==> src/common/dcbr_pkg.sv <==
// dcbr_pkg: shared constants and carrier types of the dual bus repeater
// assumes a single 40 MHz core clock, mclk
package dcbr_pkg;
  localparam int unsigned DCBR_CLK_HZ = 40000000;
  // dominant time-out, in milliseconds as printed
  localparam int unsigned DCBR_TDOM_MS = 25;
  localparam int unsigned DCBR_TDOM_CYC = DCBR_TDOM_MS * (DCBR_CLK_HZ / 1000);
  // feedback-suppression release delay, in cycles
  localparam int unsigned DCBR_FBS_CYC = 16;
  localparam int unsigned DCBR_TMR_W = 21;
  localparam int unsigned DCBR_FBS_W = 8;
  localparam int unsigned DCBR_SYNC_STAGES = 3;
  localparam int unsigned DCBR_NPATH = 4;
  // timer path indices
  localparam int unsigned DCBR_P_LOCAL = 0;
  localparam int unsigned DCBR_P_EXP = 1;
  localparam int unsigned DCBR_P_RX1 = 2;
  localparam int unsigned DCBR_P_RX2 = 3;
  // pin levels: low is dominant
  localparam logic DCBR_DOM = 1'h0;
  localparam logic DCBR_REC = 1'h1;

  // raw pin inputs, all active-low dominant or high-disable
  typedef struct packed {
    logic localTxIn;
    logic expTxIn;
    logic bus1RxIn;
    logic bus2RxIn;
    logic bus1DisableIn;
    logic bus2DisableIn;
  } dcbr_pins_t;

  // digital outputs
  typedef struct packed {
    logic localRxOut;
    logic expRxOut;
    logic bus1TxOut;
    logic bus2TxOut;
  } dcbr_outs_t;
endpackage

==> src/rtl/dcbr_dom_timer.sv <==
// dcbr_dom_timer: dominant time-out filter for one active-low path
// assumes input is already synchronous to mclk
`timescale 1ns/1ps
module dcbr_dom_timer
  import dcbr_pkg::*;
(
  input wire logic mclk,
  input wire logic rst_n,
  input wire logic sigIn,
  output logic sigOut
);
  logic [DCBR_TMR_W-1:0] cnt_q;
  logic expired_q;

  // count while dominant, restart on recessive
  always_ff @(posedge mclk) begin
    if (!rst_n || sigIn == DCBR_REC) begin
      cnt_q <= '0;
      expired_q <= 1'h0;
    end else if (cnt_q >= DCBR_TMR_W'(DCBR_TDOM_CYC - 1)) begin
      expired_q <= 1'h1; // saturate, no wrap back to dominant
    end else begin
      cnt_q <= cnt_q + DCBR_TMR_W'(1);
    end
  end

  assign sigOut = (expired_q || !rst_n) ? DCBR_REC : sigIn;
endmodule

==> src/rtl/dcbr_repeater.sv <==
// dcbr_repeater: logic unit of a dual CAN transceiver with repeater
// assumes comparators and drivers are analog; pins come in async
`timescale 1ns/1ps
module dcbr_repeater
  import dcbr_pkg::*;
(
  input wire logic mclk,
  input wire logic rst_n,
  input wire dcbr_pins_t pins,
  input wire logic thermal_shutdown,
  output dcbr_outs_t outs,
  output logic bus1DriveEn,
  output logic bus2DriveEn
);
  logic [DCBR_SYNC_STAGES-1:0] syncLocal_q;
  logic [DCBR_SYNC_STAGES-1:0] syncExp_q;
  logic [DCBR_SYNC_STAGES-1:0] syncRx1_q;
  logic [DCBR_SYNC_STAGES-1:0] syncRx2_q;
  logic [DCBR_SYNC_STAGES-1:0] syncDis1_q;
  logic [DCBR_SYNC_STAGES-1:0] syncDis2_q;
  logic [DCBR_SYNC_STAGES-1:0] syncTsd_q;
  logic localIn_q;
  logic expIn_q;
  logic rx1In_q;
  logic rx2In_q;
  logic bus1_disable;
  logic bus2_disable;
  logic tsd_q;
  logic [DCBR_NPATH-1:0] pathIn;
  logic [DCBR_NPATH-1:0] pathOut;
  logic rx1Gated;
  logic rx2Gated;
  logic rx1Eff;
  logic rx2Eff;
  logic drive1_d;
  logic drive2_d;
  logic drive1_q;
  logic drive2_q;
  logic [DCBR_FBS_W-1:0] mask1Cnt_q;
  logic [DCBR_FBS_W-1:0] mask2Cnt_q;
  logic mask1;
  logic mask2;
  logic localRx_d;
  logic expRx_d;

  // three-stage synchronisers; a change counts when stages 2 and 3 agree
  // reset loads high, thermal low, so floating looks recessive
  always_ff @(posedge mclk) begin
    if (!rst_n) begin
      syncLocal_q <= '1;
      syncExp_q <= '1;
      syncRx1_q <= '1;
      syncRx2_q <= '1;
      syncDis1_q <= '1;
      syncDis2_q <= '1;
      syncTsd_q <= '0;
    end else begin
      syncLocal_q <= {syncLocal_q[1:0], pins.localTxIn};
      syncExp_q <= {syncExp_q[1:0], pins.expTxIn};
      syncRx1_q <= {syncRx1_q[1:0], pins.bus1RxIn};
      syncRx2_q <= {syncRx2_q[1:0], pins.bus2RxIn};
      syncDis1_q <= {syncDis1_q[1:0], pins.bus1DisableIn};
      syncDis2_q <= {syncDis2_q[1:0], pins.bus2DisableIn};
      syncTsd_q <= {syncTsd_q[1:0], thermal_shutdown};
    end
  end

  // agreement filter on stages 2 and 3, else hold last value
  always_ff @(posedge mclk) begin
    if (!rst_n) begin
      localIn_q <= DCBR_REC;
      expIn_q <= DCBR_REC;
      rx1In_q <= DCBR_REC;
      rx2In_q <= DCBR_REC;
      bus1_disable <= 1'h1;
      bus2_disable <= 1'h1;
      tsd_q <= 1'h0;
    end else begin
      if (syncLocal_q[1] == syncLocal_q[2]) localIn_q <= syncLocal_q[2];
      if (syncExp_q[1] == syncExp_q[2]) expIn_q <= syncExp_q[2];
      if (syncRx1_q[1] == syncRx1_q[2]) rx1In_q <= syncRx1_q[2];
      if (syncRx2_q[1] == syncRx2_q[2]) rx2In_q <= syncRx2_q[2];
      if (syncDis1_q[1] == syncDis1_q[2]) bus1_disable <= syncDis1_q[2];
      if (syncDis2_q[1] == syncDis2_q[2]) bus2_disable <= syncDis2_q[2];
      if (syncTsd_q[1] == syncTsd_q[2]) tsd_q <= syncTsd_q[2];
    end
  end

  assign rx1Gated = bus1_disable ? DCBR_REC : rx1In_q;
  assign rx2Gated = bus2_disable ? DCBR_REC : rx2In_q;

  // mask also covers the release delay
  assign rx1Eff = (mask1 || drive1_q) ? DCBR_REC : rx1Gated;
  assign rx2Eff = (mask2 || drive2_q) ? DCBR_REC : rx2Gated;

  assign pathIn[DCBR_P_LOCAL] = localIn_q;
  assign pathIn[DCBR_P_EXP] = expIn_q;
  assign pathIn[DCBR_P_RX1] = rx1Eff;
  assign pathIn[DCBR_P_RX2] = rx2Eff;

  genvar gi;
  generate
    for (gi = 0; gi < DCBR_NPATH; gi++) begin : gTmr
      dcbr_dom_timer uTmr (
        .mclk(mclk),
        .rst_n(rst_n),
        .sigIn(pathIn[gi]),
        .sigOut(pathOut[gi])
      );
    end
  endgenerate

  // dominant requests seen after the time-out filters
  // a timed-out path reads recessive here, so every consumer below
  // sees the same filtered level and no path can bypass its timer
  // low on a path output means dominant
  logic localReq;
  logic expReq;
  logic rx1Req;
  logic rx2Req;

  assign localReq = (pathOut[DCBR_P_LOCAL] == DCBR_DOM);
  assign expReq = (pathOut[DCBR_P_EXP] == DCBR_DOM);
  assign rx1Req = (pathOut[DCBR_P_RX1] == DCBR_DOM);
  assign rx2Req = (pathOut[DCBR_P_RX2] == DCBR_DOM);

  // transmit request shared by both transmitters
  // either tx input drives enabled buses
  logic txReq;

  assign txReq = localReq || expReq;

  // relay requests: a bus receiver feeds the other bus only
  // driving the source bus as well would mask its own receiver
  // at once, drop the relay and leave a one-cycle pulse train
  // on the far bus; the source bus is dominant already anyway
  // received dominant ends up on both buses
  logic relayTo1;
  logic relayTo2;

  assign relayTo1 = rx2Req;
  assign relayTo2 = rx1Req;

  // transmitter switch-on, one term per bus
  // any one of disable, thermal flag, timer or logic turns it off
  // disabled bus never driven
  // thermal, timer and logic force passive
  always_comb begin
    drive1_d = !bus1_disable && !tsd_q && (txReq || relayTo1);
    drive2_d = !bus2_disable && !tsd_q && (txReq || relayTo2);
  end

  // registered drive state of bus 1
  // drivers active only for dominant
  // each bus kept on its own terms
  always_ff @(posedge mclk) begin
    if (!rst_n) begin
      drive1_q <= 1'h0;
    end else begin
      drive1_q <= drive1_d;
    end
  end

  // registered drive state of bus 2
  // drivers active only for dominant
  always_ff @(posedge mclk) begin
    if (!rst_n) begin
      drive2_q <= 1'h0;
    end else begin
      drive2_q <= drive2_d;
    end
  end

  // release delay of bus 1: reloaded every cycle we drive, then counts
  // down; the delay must exceed the sync plus filter latency, or our own
  // trailing edge would come back as received dominant
  // receiver masked after drive ends
  always_ff @(posedge mclk) begin
    if (!rst_n) begin
      mask1Cnt_q <= '0;
    end else if (drive1_q) begin
      mask1Cnt_q <= DCBR_FBS_W'(DCBR_FBS_CYC);
    end else if (mask1Cnt_q != '0) begin
      mask1Cnt_q <= mask1Cnt_q - DCBR_FBS_W'(1);
    end
  end

  // release delay of bus 2, same scheme as bus 1
  // receiver masked after drive ends
  always_ff @(posedge mclk) begin
    if (!rst_n) begin
      mask2Cnt_q <= '0;
    end else if (drive2_q) begin
      mask2Cnt_q <= DCBR_FBS_W'(DCBR_FBS_CYC);
    end else if (mask2Cnt_q != '0) begin
      mask2Cnt_q <= mask2Cnt_q - DCBR_FBS_W'(1);
    end
  end

  // mask flags, live for the whole release delay
  assign mask1 = (mask1Cnt_q != '0);
  assign mask2 = (mask2Cnt_q != '0);

  // receive outputs use the masked bus paths, so a bus we drive for a
  // transmit request never echoes back as received dominant
  // limitation: a far node dominant on a bus we are driving is hidden
  // until the release delay ends; the tx path covers the local output
  // bus dominant pulls both outputs low
  // expansion tx reaches local output only
  always_comb begin
    localRx_d = !(localReq || expReq || rx1Req || rx2Req);
    expRx_d = !(localReq || rx1Req || rx2Req);
  end

  // output register; tx level follows the same edge as drive_q, so the
  // mask starts no later than our dominant shows on the bus
  // reset holds buses recessive, local receive high
  always_ff @(posedge mclk) begin
    if (!rst_n) begin
      outs <= '{localRxOut: DCBR_REC, expRxOut: DCBR_REC,
                bus1TxOut: DCBR_REC, bus2TxOut: DCBR_REC};
    end else begin
      outs.localRxOut <= localRx_d;
      outs.expRxOut <= expRx_d;
      outs.bus1TxOut <= !drive1_d;
      outs.bus2TxOut <= !drive2_d;
    end
  end

  // driver enable mirrors the registered tx level
  // high only while dominant is driven, passive otherwise
  assign bus1DriveEn = !outs.bus1TxOut;
  assign bus2DriveEn = !outs.bus2TxOut;
endmodule

==> config.mk <==
export PLATFORM = sky130hd
export DESIGN_NAME = dcbr_repeater
export DESIGN_NICKNAME = d
export VERILOG_FILES = /design/src/common/dcbr_pkg.sv /design/src/rtl/dcbr_dom_timer.sv /design/src/rtl/dcbr_repeater.sv
export SDC_FILE = /design/constraint.sdc
export NUM_CORES = 1
export LEC_CHECK = 0
export ABC_AREA = 1
export BUFFER_PORTS_ARGS = -buffer_cell sky130_fd_sc_hd__buf_4
export CAP_MARGIN = 30
export CORE_ASPECT_RATIO = 0.8
export CORE_MARGIN = 5
export CORE_UTILIZATION = 55
export DETAILED_ROUTE_END_ITERATION = 6
export GPL_ROUTABILITY_DRIVEN = 0
export GPL_TIMING_DRIVEN = 0
export PLACE_DENSITY = 0.81
export SKIP_CTS_REPAIR_TIMING = 1
export SYNTH_ARGS = -nofsm -noshare
export SYNTH_HDL_FRONTEND = slang
export SYNTH_SLANG_ARGS = --single-unit
==> constraint.sdc <==
create_clock -name mclk -period 3.28 [get_ports mclk]
set_clock_uncertainty 0.2 [all_clocks]
set_input_delay 0.656 -clock mclk [delete_from_list [all_inputs] [get_ports mclk]]
set_output_delay 0.656 -clock mclk [all_outputs]
set_load 0.02 [all_outputs]
# Word-level counts from Yosys, hierarchy flattened
# Cells that the tools add are included.
totals:
  register_bits: 138
  input_bits: 9
  wordCells: 102
op_classes:
  n_addsub: 6
  order_cmp: 4
  eq_ne: 7
  mux: 12
  n_bitwise: 5
  n_reduce_logical: 36
op_table:
  columns: ["op", "count"]
  rows:
  - ["$add A21 B1 Y21 const B", 4]
  - ["$ge A21 B20 Y1 const B", 4]
  - ["$mux W5", 4]
  - ["$logic_or A1 B1 Y1", 16]
  - ["$reduce_bool A8 Y1", 2]
  - ["$sub A8 B1 Y8 const B", 2]
  - ["$logic_not A1 Y1", 10]
  - ["$mux W1", 8]
  - ["$eq A1 B1 Y1", 7]
  - ["$not A1 Y1", 5]
  - ["$logic_and A1 B1 Y1", 4]
  - ["$reduce_bool A2 Y1", 2]
  - ["$reduce_or A2 Y1", 2]

# Logic depth before layout (Yosys ltp)
# Gate-level depths: netlist of the first run.
logic_depth:
  depth_word: 8
  depth_mapped: 12

# Modules after synthesis
# From an unflattened synthesis of the first run, not the netlist that was laid out.
unflattened:
  cells_unflattened: 1156
  area_unflattened_um2: 7863.8
modules_own_cells:
  columns: ["module", "instances", "cells_each", "area_each_um2", "seq_area_each_um2"]
  rows:
  - ["dcbr_dom_timer", 4, 233, 1490.2, 440.4]
  - ["dcbr_repeater", 1, 224, 1903.1, 1001.0]

# Worst setup path after synthesis of the first run
# Ideal clock, no wire load.
synth_path:
  kind: "input -> register"
  start: "input port rst_n"
  end: "register gTmr[2].uTmr.cnt_q[15]"
  setup_ns: 0.064
  t_arrival_ns: 1.646
  required_time_ns: 3.016
  path_slack_ns: 1.370
  cell_stages: 10
  cell_sequence: "buf_4 inv_2 nor2_2 inv_2 nor3_1 nand2_2 clkinv_2 buf_4 nand2_1 nor2_1"
synth_via:
  elab_chain_len: 2
synth_rtl:
  columns: ["element", "line", "rtl"]
  rows:
  - ["start, declared", "dcbr_repeater.sv:8", "input wire logic rst_n,"]
  - ["$logic_not A1 Y1", "dcbr_dom_timer.sv:17", "if (!rst_n || sigIn == DCBR_REC) begin"]
  - ["$logic_or A1 B1 Y1", "dcbr_dom_timer.sv:17", null]
  - ["end signal, assigned", "dcbr_dom_timer.sv:23", "cnt_q <= cnt_q + DCBR_TMR_W'(1);"]
  - ["end, declared", "dcbr_dom_timer.sv:12", "logic [DCBR_TMR_W-1:0] cnt_q;"]
# Every way passes these cells.
# A chain may end at the register's enable or synchronous reset.

# Final worst setup path of the first run
layout_path:
  start: "register gTmr[1].uTmr.cnt_q[0]"
  end: "register gTmr[1].uTmr.cnt_q[19]"
layout_via:
  elab_chain_len: 1
layout_rtl:
  columns: ["element", "line"]
  rows:
  - ["start, declared", "dcbr_dom_timer.sv:12"]
  - ["start signal, assigned", "dcbr_dom_timer.sv:23"]
  - ["$add A21 B1 Y21 / $ge A21 B20 Y1 (equally long branches)", "dcbr_dom_timer.sv:23, dcbr_dom_timer.sv:20"]
# Parallel ways exist; a longest one is shown, timed or not.

==> results.md, run 1 <==
- GRT overflow: 0
- #FFs+latches synth: around 140
- Simple-gate portion of the synthesized area: ~37%
- CTS root buffer: clkbuf_16
- CTS tree: done
- Critical path startpoint category: register
- Syn Nets: between 1000 and 1500
- Ratio of cells with drive above 1 in the final layout: between 10% and 20%
- Antenna Violating Nets Remaining: 0
- Initial drt markers: between 300 and 400
- Synth unique cells: 38
- Req. time, crit path: 3.37 ns
- Min Tclk post-route: 2.10 ns
- Vias/cell: 5.11
- Final setup fails: 0
- Mean Syn Cell Area: 6.94 µm²
- Register Area: 2760 µm²
- DRC viols: 0
- Wire length on met2: 6180 µm
- Leakage power: 0.00295 µW
- Worst-Skew Late Latency: 0.41 ns
- Max Fclk: 476 MHz
- Multi-input gate area: approximately 3500 µm²
- Worst slack at placement: 1.01 ns
- Max_slew headroom: slightly below 70%
- # placed instances: 1171
- Top_reg_cell synth: dfxtp_1
- Worst Setup End Kind: register
- Core ar.: 12200 µm²
- Antenna violations before repair: 0
- Die area: 14800 µm²
- Nets: 1035
- Max_cap viols: 0
- Mapped Cells: ~1000
- Number of port buffers: 13
- # IOs: 15
- Die Y: 110 µm
- Max clock buf depth: 2
- RSZ-0062 raised after global routing: no
- Via count: 6139
- Hold WC Path Type: reg -> reg
- H-tree depth: 4
- Final setup margin: 1.18 ns
- Vias in the first global route: 5672
- Number of filler cells placed in the layout: 1121
- Yosys warning count: 0
- Status: finished, final reports clean
- Arr. time, crit path: 2.19 ns
- Post-route setup TNS: 0 ns
- Synth Area in Adders: under 10%
- Util after Layout: 63.6%
- Fraction of registers with async set/reset: 0%
- Global-route wire length before repair: 25000 µm
- Sequential fraction of the synthesis area: approximately two fifths
- P&R area growth vs syn: 13.3%
- Pwr/cell area: between 500 and 600 nW/µm²
- CP max FO: 10
- Initial core utilization: 56.1%
- Detail Route met3 WL: 536 µm
- WS Path Type: reg -> reg
- Dpl hpwl: between 9000 and 10000 µm
- Routed Wire Length: 14100 µm
- EDFF count, synth: 0
- Commonest non-fill, non-tap cell in the layout: nand2_1
- Gr usage total: 20.4%
- Synthesized cell area: between 6000 and 7000 µm²
- Routed met1 length: 7200 µm
- Most frequent cells in the layout: 234 x nand2_1, 157 x nor2_1, 138 x dfxtp_1
- Ant. Diodes: 0
- Clock sink total: 138
- Routed len/inst: between 10 and 15 µm
- Reg-to-reg slack, setup: between 1 and 1.5 ns
- CTS buffer count: 17
- Largest net degree at the start of global routing: 17
- Worst-path clk slew: about 0.06 ns
- Die W: 135 µm
- Non-filler instance count after layout: 1202
- Period utilization: between 60% and 70%
- Compound-Gate Fraction of Synth Area: 10.2%
- Highest routed metal layer: met4
- Max Slew Vio Count: 0
- Hold Vio Cnt, Final: 0
- Row count: 36
- Largest family of logic cells by synthesized area: simple AND/OR/NAND/NOR gates
- XOR/XNOR Fraction of Synth Area: 2.68%
- Worst-Margin Slew: 0.461 ns
- Post-synthesis mux area share: 0%
- Peak supply drop: 0.425 mV
- DR pass1 iterations: 5
-- cell type report --
type | count | share of cell area (%)
multi-input cells | 714 | 44.8
plain buffers | 23 | 2.48
well taps | 171 | 2.76
clock buffers | 17 | 5.48
flip-flops and latches | 138 | 35.6
repair buffers | 13 | 1.26
clock inverters | 14 | 2.21
inverters | 112 | 5.43
-- cell usage after synthesis, types with 12 or more instances --
| cell type | number | share of area (%) |
|---|---|---|
| dfxtp_1 | 138 | 40 |
| a21oi_1 | 76 | 5.6 |
| or2_2 | 19 | 1.7 |
| nand4_1 | 19 | 1.7 |
| nand3_1 | 71 | 5.2 |
| nor2_1 | 157 | 8.6 |
| inv_1 | 101 | 5.5 |
| xor2_1 | 12 | 1.5 |
| a21oi_2 | 12 | 1.5 |
| nand2_2 | 12 | 1.1 |
| nand2_1 | 234 | 13 |
| nor3_1 | 20 | 1.5 |
| o21ai_0 | 22 | 1.6 |
| buf_6 | 12 | 2.0 |
-- through the flow --
stage	power, µW	instance area (µm²)	hold WS [ns]
finish	4100	7760	0.211
global route	4300	7760	0.215
CTS	4140	7760	0.211
detailed placement	2190	7160	0.198
global placement	2180	7160	0.192
floorplan	2120	6850	0.190
-- power breakdown --
part	internal (µW)	switching, µW
Sequential	1750	41.6
Clock	1190	741
Combinational	134	242
Total	3080	1030
-- worst paths after layout --
path              cells past startpoint                endpoint                   from
setup / recovery                      9  gTmr[1].uTmr.cnt_q[19]  gTmr[1].uTmr.cnt_q[0]
hold / removal                        1          syncLocal_q[1]         syncLocal_q[0]
setup reg to reg                      9  gTmr[1].uTmr.cnt_q[19]  gTmr[1].uTmr.cnt_q[0]
hold reg to reg                       1          syncLocal_q[1]         syncLocal_q[0]
-- layer usage --
metal	track usage (%)	vias up
met5	0	-
met4	6.76	0
met3	4.62	22
met2	32.1	121
met1	27.8	2770
li1	-	3226
-- critical path: stages, from the launching register on --
cell	delay, ns
dfxtp_1	0.44
ha_1	0.33
nand2_1	0.13
nor2_1	0.23
nand3_2	0.14
nand2_1	0.14
nor2_4	0.06
buf_6	0.14
a21oi_1	0.12
nor2_1	0.05
-- cells by family after synthesis --
kind of cell	Yosys count
and+or+nand+nor	560
adders and majority gates	7
AOI/OAI and AO/OA	126
buffers and inverters	135
DFF	138
xor gates and xnor gates	21
-- registers in the layout, indices dropped and copies added, names as in the netlist, 3 cells and up --
name / count
mask1Cnt_q: 8
syncRx1_q: 3
gTmr.uTmr.cnt_q: 84
syncExp_q: 3
mask2Cnt_q: 8
syncDis1_q: 3
syncLocal_q: 3
syncDis2_q: 3
syncTsd_q: 3
gTmr.uTmr.expired_q: 4
syncRx2_q: 3
outs: 4
Power figures use the tool's default switching activity.
==> run 2, diff against run 1 <==
- ABC_AREA: 1 -> 0
- clock period: 3.28 -> 1.95 ns (I/O delays scaled with it)
==> results.md, run 2 <==
- Hold Vio Cnt, Final: 0
- Final setup fails: 57
- Die Y: 105 µm
- Critical path startpoint category: register
- Commonest non-fill, non-tap cell in the layout: dfxtp_1
- DRC viols: 0
- DR pass1 iterations: 5
- Number of port buffers: 13
- Initial drt markers: about 510
- Largest net degree at the start of global routing: 17
- Ant. Diodes: 0
- Gr usage total: 20.6%
- CTS buffer count: 17
- Most common cell in the synthesized netlist: dfxtp_1
- Worst Setup End Kind: register
- Non-filler instance count after layout: 954
- Via count: 6013
- Worst-path clk slew: 0.06 ns
- Clock sink total: roughly 140
- Mean Syn Cell Area: around 8.6 µm²
- CTS tree: done
- Util after Layout: 75.9%
- Area contributors post-synth: dfxtp_1 44%, a21oi_1 4.5%, nor2_1 4.2%
- Final setup margin: -0.443 ns
- Antenna violations before repair: 0
- Mapped Cells: 725
- WS Path Type: reg -> reg
- Die area: ~14000 µm²
- Hold WC Path Type: reg -> reg
- Max_cap viols: 0
- Max Fclk: about 420 MHz
- Leakage power: between 0.002 and 0.003 µW
- GRT overflow: 0
- RSZ-0062 raised after global routing: yes
- Vias/cell: 6.30
- Most frequent cells in the layout: 105 x dfxtp_1, 63 x nor2_1, 55 x nand2_1
- Synthesized cell area: approximately 6200 µm²
- P&R area growth vs syn: 34.1%
- Period utilization: 123%
- Post-synth top cells: 138 x dfxtp_1, 70 x nor2_1, 57 x nand2_1
- Row count: 34
- Core ar.: between 10000 and 15000 µm²
- Req. time, crit path: 2.11 ns
- #FFs+latches synth: 138
- Min-Delay Endpoint: syncExp_q[1]
- Top cell type by total area after synthesis: dfxtp_1
- Fraction of registers with async set/reset: 0%
- Routed Wire Length: 17100 µm
- Min Tclk post-route: 2.39 ns
- Synth top area share: 44.4%
- Top_reg_cell synth: dfxtp_1
- Worst-Margin Slew: 0.548 ns
- # IOs: 15
- Max Slew Vio Count: 0
- Largest regs: gTmr.uTmr.cnt_q x84, mask1Cnt_q x8, mask2Cnt_q x8
- Peak supply drop: 0.719 mV
- # placed instances: slightly below 900
- Worst-Skew Late Latency: 0.42 ns
- Global-route wire length before repair: 23300 µm
- Die W: between 100 and 150 µm
- CP max FO: 6
- Routed len/inst: between 15 and 20 µm
- Yosys warning count: 0
- Post-route setup TNS: -11.00 ns
- Vias in the first global route: 5092
- FF-to-FF path depth: 6
- Sequential fraction of the synthesis area: between 40% and 50%
- Syn Nets: 741
- Pwr/cell area: 871 nW/µm²
- Synth unique cells: 63
- EDFF count, synth: 0
- Arr. time, crit path: around 2.6 ns
- Dpl hpwl: 9380 µm
- CTS root buffer: clkbuf_16
- Hold WS: 0.205 ns
- Reg2Reg Launch Point: gTmr[3].uTmr.cnt_q[12]
- Status: finished, violations left
- Max_slew headroom: 63.5%
- Hold depth: 1
- RR Endpoint: gTmr[3].uTmr.cnt_q[3]
- Ratio of cells with drive above 1 in the final layout: 30.1%
- Initial core utilization: 56.6%
- Failing checks: setup timing
- Max clock buf depth: 2
- Top reg by flops: gTmr.uTmr.cnt_q
- Min-delay src: syncExp_q[0]
- Reg-to-reg slack, setup: -0.44 ns
- Nets: 813
- Antenna Violating Nets Remaining: 0
- Max reg flops: 84
- H-tree depth: 4
## run 2: cell types whose count changed in the layout (fill, tap and decap cells not counted), sizes merged, moves of 12 or more
cell | before | now
inv | 113 | 29
nor4 | 0 | 18
buf | 33 | 57
or3 | 0 | 22
or4 | 0 | 27
nand2 | 246 | 57
a21oi | 88 | 56
and4 | 0 | 12
nand2b | 0 | 29
o31ai | 0 | 22
xnor2 | 9 | 24
nor2 | 168 | 70
or2 | 19 | 1
nand3 | 76 | 23
## run 2: final cells by class
cell class	count	area, µm²
fillers	676	2640
multi-input cells	541	4040
clock buffers	17	425
clock inverters	15	130
inverters	21	78.8
repair buffers	55	495
well taps	144	180
flip-flops and latches	138	2820
plain buffers	23	165
## run 2: cells by family after synthesis
logic type      count (synthesis)  share of synthesized area, %
simple gates                  341                          30.4
compound gates                157                          15.8
flops                         138                          44.4
buf+inv                        47                          2.94
xor+xnor                       31                          4.37
fa+ha+maj                       7                          1.41
mux                             4                         0.644
## run 2: how the worst max path moves through the flow
stage | start | end | slack (ns)
after global placement | gTmr[2].uTmr.cnt_q[2] | gTmr[2].uTmr.cnt_q[7] | -0.46
after CTS | gTmr[3].uTmr.cnt_q[9] | gTmr[3].uTmr.cnt_q[4] | -0.51
after detailed placement | gTmr[2].uTmr.cnt_q[2] | gTmr[2].uTmr.cnt_q[7] | -0.47
final | gTmr[3].uTmr.cnt_q[12] | gTmr[3].uTmr.cnt_q[3] | -0.44
after global routing | gTmr[3].uTmr.cnt_q[12] | gTmr[3].uTmr.cnt_q[3] | -0.50
after floorplan | gTmr[2].uTmr.cnt_q[9] | gTmr[2].uTmr.cnt_q[10] | -0.22
## run 2: where the power goes
group          switching (µW)  internal, µW  total [µW]
Clock                    1350          1670        3020
Combinational             514           528        1040
Sequential                209          2990        3200
Total                    2080          5180        7260
## run 2: stage by stage
step	area [µm²]	worst slack (ns)	total power [µW]
after floorplan	6370	-0.224	3820
after global placement	6650	-0.458	3920
final	8340	-0.443	7260
after detailed placement	6650	-0.468	3990
after global routing	8340	-0.499	7540
after CTS	7200	-0.513	6980
## run 2: per-layer routing
| layer | vias to the layer above | global-route usage (%) | routed length, µm |
|---|---|---|---|
| met4 | 0 | 5.85 | 257 |
| met2 | 204 | 32.4 | 8520 |
| met5 | - | 0 | 0 |
| met3 | 31 | 5.41 | 937 |
| li1 | 2824 | - | - |
| met1 | 2954 | 27.8 | 7350 |
## run 2: critical path: stages (launching register included)
cell,delay [ns]
dfxtp_2,0.34
or4_4,0.57
a211oi_4,0.29
o221ai_4,0.19
buf_4,0.18
or4_1,0.42
a21oi_2,0.14
==> run 3, diff against run 2 <==
--- a/config.mk
+++ b/config.mk
@@ -19,3 +19,4 @@
 export SYNTH_ARGS = -nofsm -noshare
 export SYNTH_HDL_FRONTEND = slang
+export SYNTH_HIERARCHICAL = 1
 export SYNTH_SLANG_ARGS = --single-unit
==> constraint.sdc (replaced) <==
create_clock -name mclk -period 2.72 [get_ports mclk]
set_clock_uncertainty 0.2 [all_clocks]
set_input_delay 0.544 -clock mclk [delete_from_list [all_inputs] [get_ports mclk]]
set_output_delay 0.544 -clock mclk [all_outputs]
set_load 0.01 [all_outputs]
==> results.md, run 3 <==
- Yosys warning count: 6
- Synth unique cells: 55
- Critical path startpoint category: register
- Via count: around 6400
- Post-synth top cells: 138 x dfxtp_1, 82 x nand2_1, 73 x nand2b_1
- Die W: 140 µm
- Routed Wire Length: 16700 µm
- Reg-to-reg slack, setup: around 0.083 ns
- Max Slew Vio Count: 0
- Synth top area share: 36.9%
- EDFF count, synth: 0
- Worst-path clk slew: 0.06 ns
- Max clock buf depth: 2
- Post-route setup TNS: 0 ns
- Antenna violations before repair: 0
- Mean Syn Cell Area: 9.26 µm²
- Clock sink total: 138
- Final setup fails: 0
- Antenna Violating Nets Remaining: 0
- Top reg by flops: gTmr.uTmr/cnt_q
- Fraction of registers with async set/reset: 0%
- Die Y: around 110 µm
- CTS tree: done
- Most common cell in the synthesized netlist: dfxtp_1
- Hold WC Path Type: in -> reg
- Pwr/cell area: 620 nW/µm²
- Req. time, crit path: 2.83 ns
- P&R area growth vs syn: 13.7%
- CP max FO: 10
- Vias/cell: 6.18
- Status: finished, final reports clean
- Worst-Margin Slew: 0.555 ns
- Top cell type by total area after synthesis: dfxtp_1
- #FFs+latches synth: 138
- Row count: 38
- Worst Setup End Kind: register
- Leakage power: 0.00258 µW
- Area contributors post-synth: dfxtp_1 37%, nand2b_1 6.1%, mux2i_1 5.9%
- Largest regs: gTmr.uTmr/cnt_q x84, mask1Cnt_q x8, mask2Cnt_q x8
- Mapped Cells: 808
- Power consumption: around 5300 µW
- Syn Nets: 825
- Synthesized cell area: 7480 µm²
- Max Fclk: 379 MHz
- H-tree depth: 4
- Placed inst area: 7820 µm²
- Period utilization: 96.9%
- Sequential fraction of the synthesis area: 36.9%
- CTS buffer count: 17
- # IOs: 15
- Most frequent cells in the layout: 138 x dfxtp_1, 82 x nand2_1, 73 x nand2b_1
- Top_reg_cell synth: dfxtp_1
- Util after Layout: 63.2%
- Routed len/inst: roughly 16 µm
- Gr usage total: 21.4%
- Die area: 16000 µm²
- Largest net degree at the start of global routing: 18
- Arr. time, crit path: 2.74 ns
- Ratio of cells with drive above 1 in the final layout: 16.0%
- Max reg flops: 84
- WS Path Type: reg -> reg
- Worst-Skew Late Latency: ~0.43 ns
- Core ar.: 13500 µm²
- DR pass1 iterations: 5
- Initial drt markers: between 400 and 500
- Number of port buffers: 14
- DRC viols: 0
- Nets: 862
- Peak supply drop: ~0.51 mV
- CTS root buffer: clkbuf_16
- Hold WS: 0.0975 ns
- Min Tclk post-route: about 2.6 ns
- Design Area, Final: about 8500 µm²
- Dpl hpwl: 11200 µm
- Ant. Diodes: 0
- Global-route wire length before repair: 28700 µm
- Max_cap viols: 0
- Vias in the first global route: 5907
- Max_slew headroom: 62.9%
- GRT overflow: 0
- Hold Vio Cnt, Final: 0
- Commonest non-fill, non-tap cell in the layout: dfxtp_1
- Initial core utilization: between 50% and 60%
## run 3: cell count changes in the layout (fill, tap and decap cells not counted), sizes merged, moves of 17 or more
cell    previous run  this run
nand2             57        82
a211oi             3        24
clkbuf            30        48
or4               27        10
nor2              70        23
xnor2             24         3
nand2b            29        73
mux2i              4        44
a2111o             0        25
buf               57        37
o41ai              2        25
## run 3: path summary, 6_finish.rpt
kind,from,to,depth (start not counted)
worst max-delay path,mask2Cnt_q[0],outs[1],9
worst min-delay path,pins[0],syncDis2_q[0],2
worst max register to register,mask2Cnt_q[0],outs[1],9
worst min register to register,syncDis2_q[0],syncDis2_q[1],1
## run 3: per-layer routing
metal	track usage [%]	routed length [µm]
met1	30.6	8240
met2	32.6	7500
met3	5.22	834
met4	5.36	79
met5	0	0
## run 3: kinds of logic after synthesis
family	after synthesis	synth area share [%]
compound gates	205	25.0
xor+xnor	3	0.351
fa+ha+maj	8	1.34
buf+inv	61	3.75
flops	138	36.9
mux	44	5.89
simple gates	349	26.8
## run 3: worst max-delay path, cell delays in order, from the launching register on
cell and delay, ns:
dfxtp_1 0.35, inv_1 0.12, ha_2 0.21, nor3b_4 0.23, nand2_1 0.11, or4_4 0.47
nor2b_4 0.18, buf_6 0.16, nand2b_1 0.10, a311o_1 0.39
## run 3: area by class of cell
class	instances	area (µm²)
sequential	138	2760
buffer	49	249
clock buffer	18	429
fill	1094	4950
clock inverter	14	163
inverter	12	45.0
tap	180	225
multi-input combinational	609	4490
timing repair buffer	18	135
## run 3: through the flow
step	setup WS (ns)	cells
after detailed placement	-0.637	1002
after CTS	-0.689	1034
after floorplan	-0.0169	808
after global routing	-0.0253	1038
final	0.0830	1038
after global placement	-0.561	1002
## run 3: power breakdown
part           total, µW  internal (µW)  switching (µW)  leakage (µW)
Clock               2320           1370             945      0.000281
Sequential          2270           2130             137       0.00112
Combinational        691            331             360       0.00118
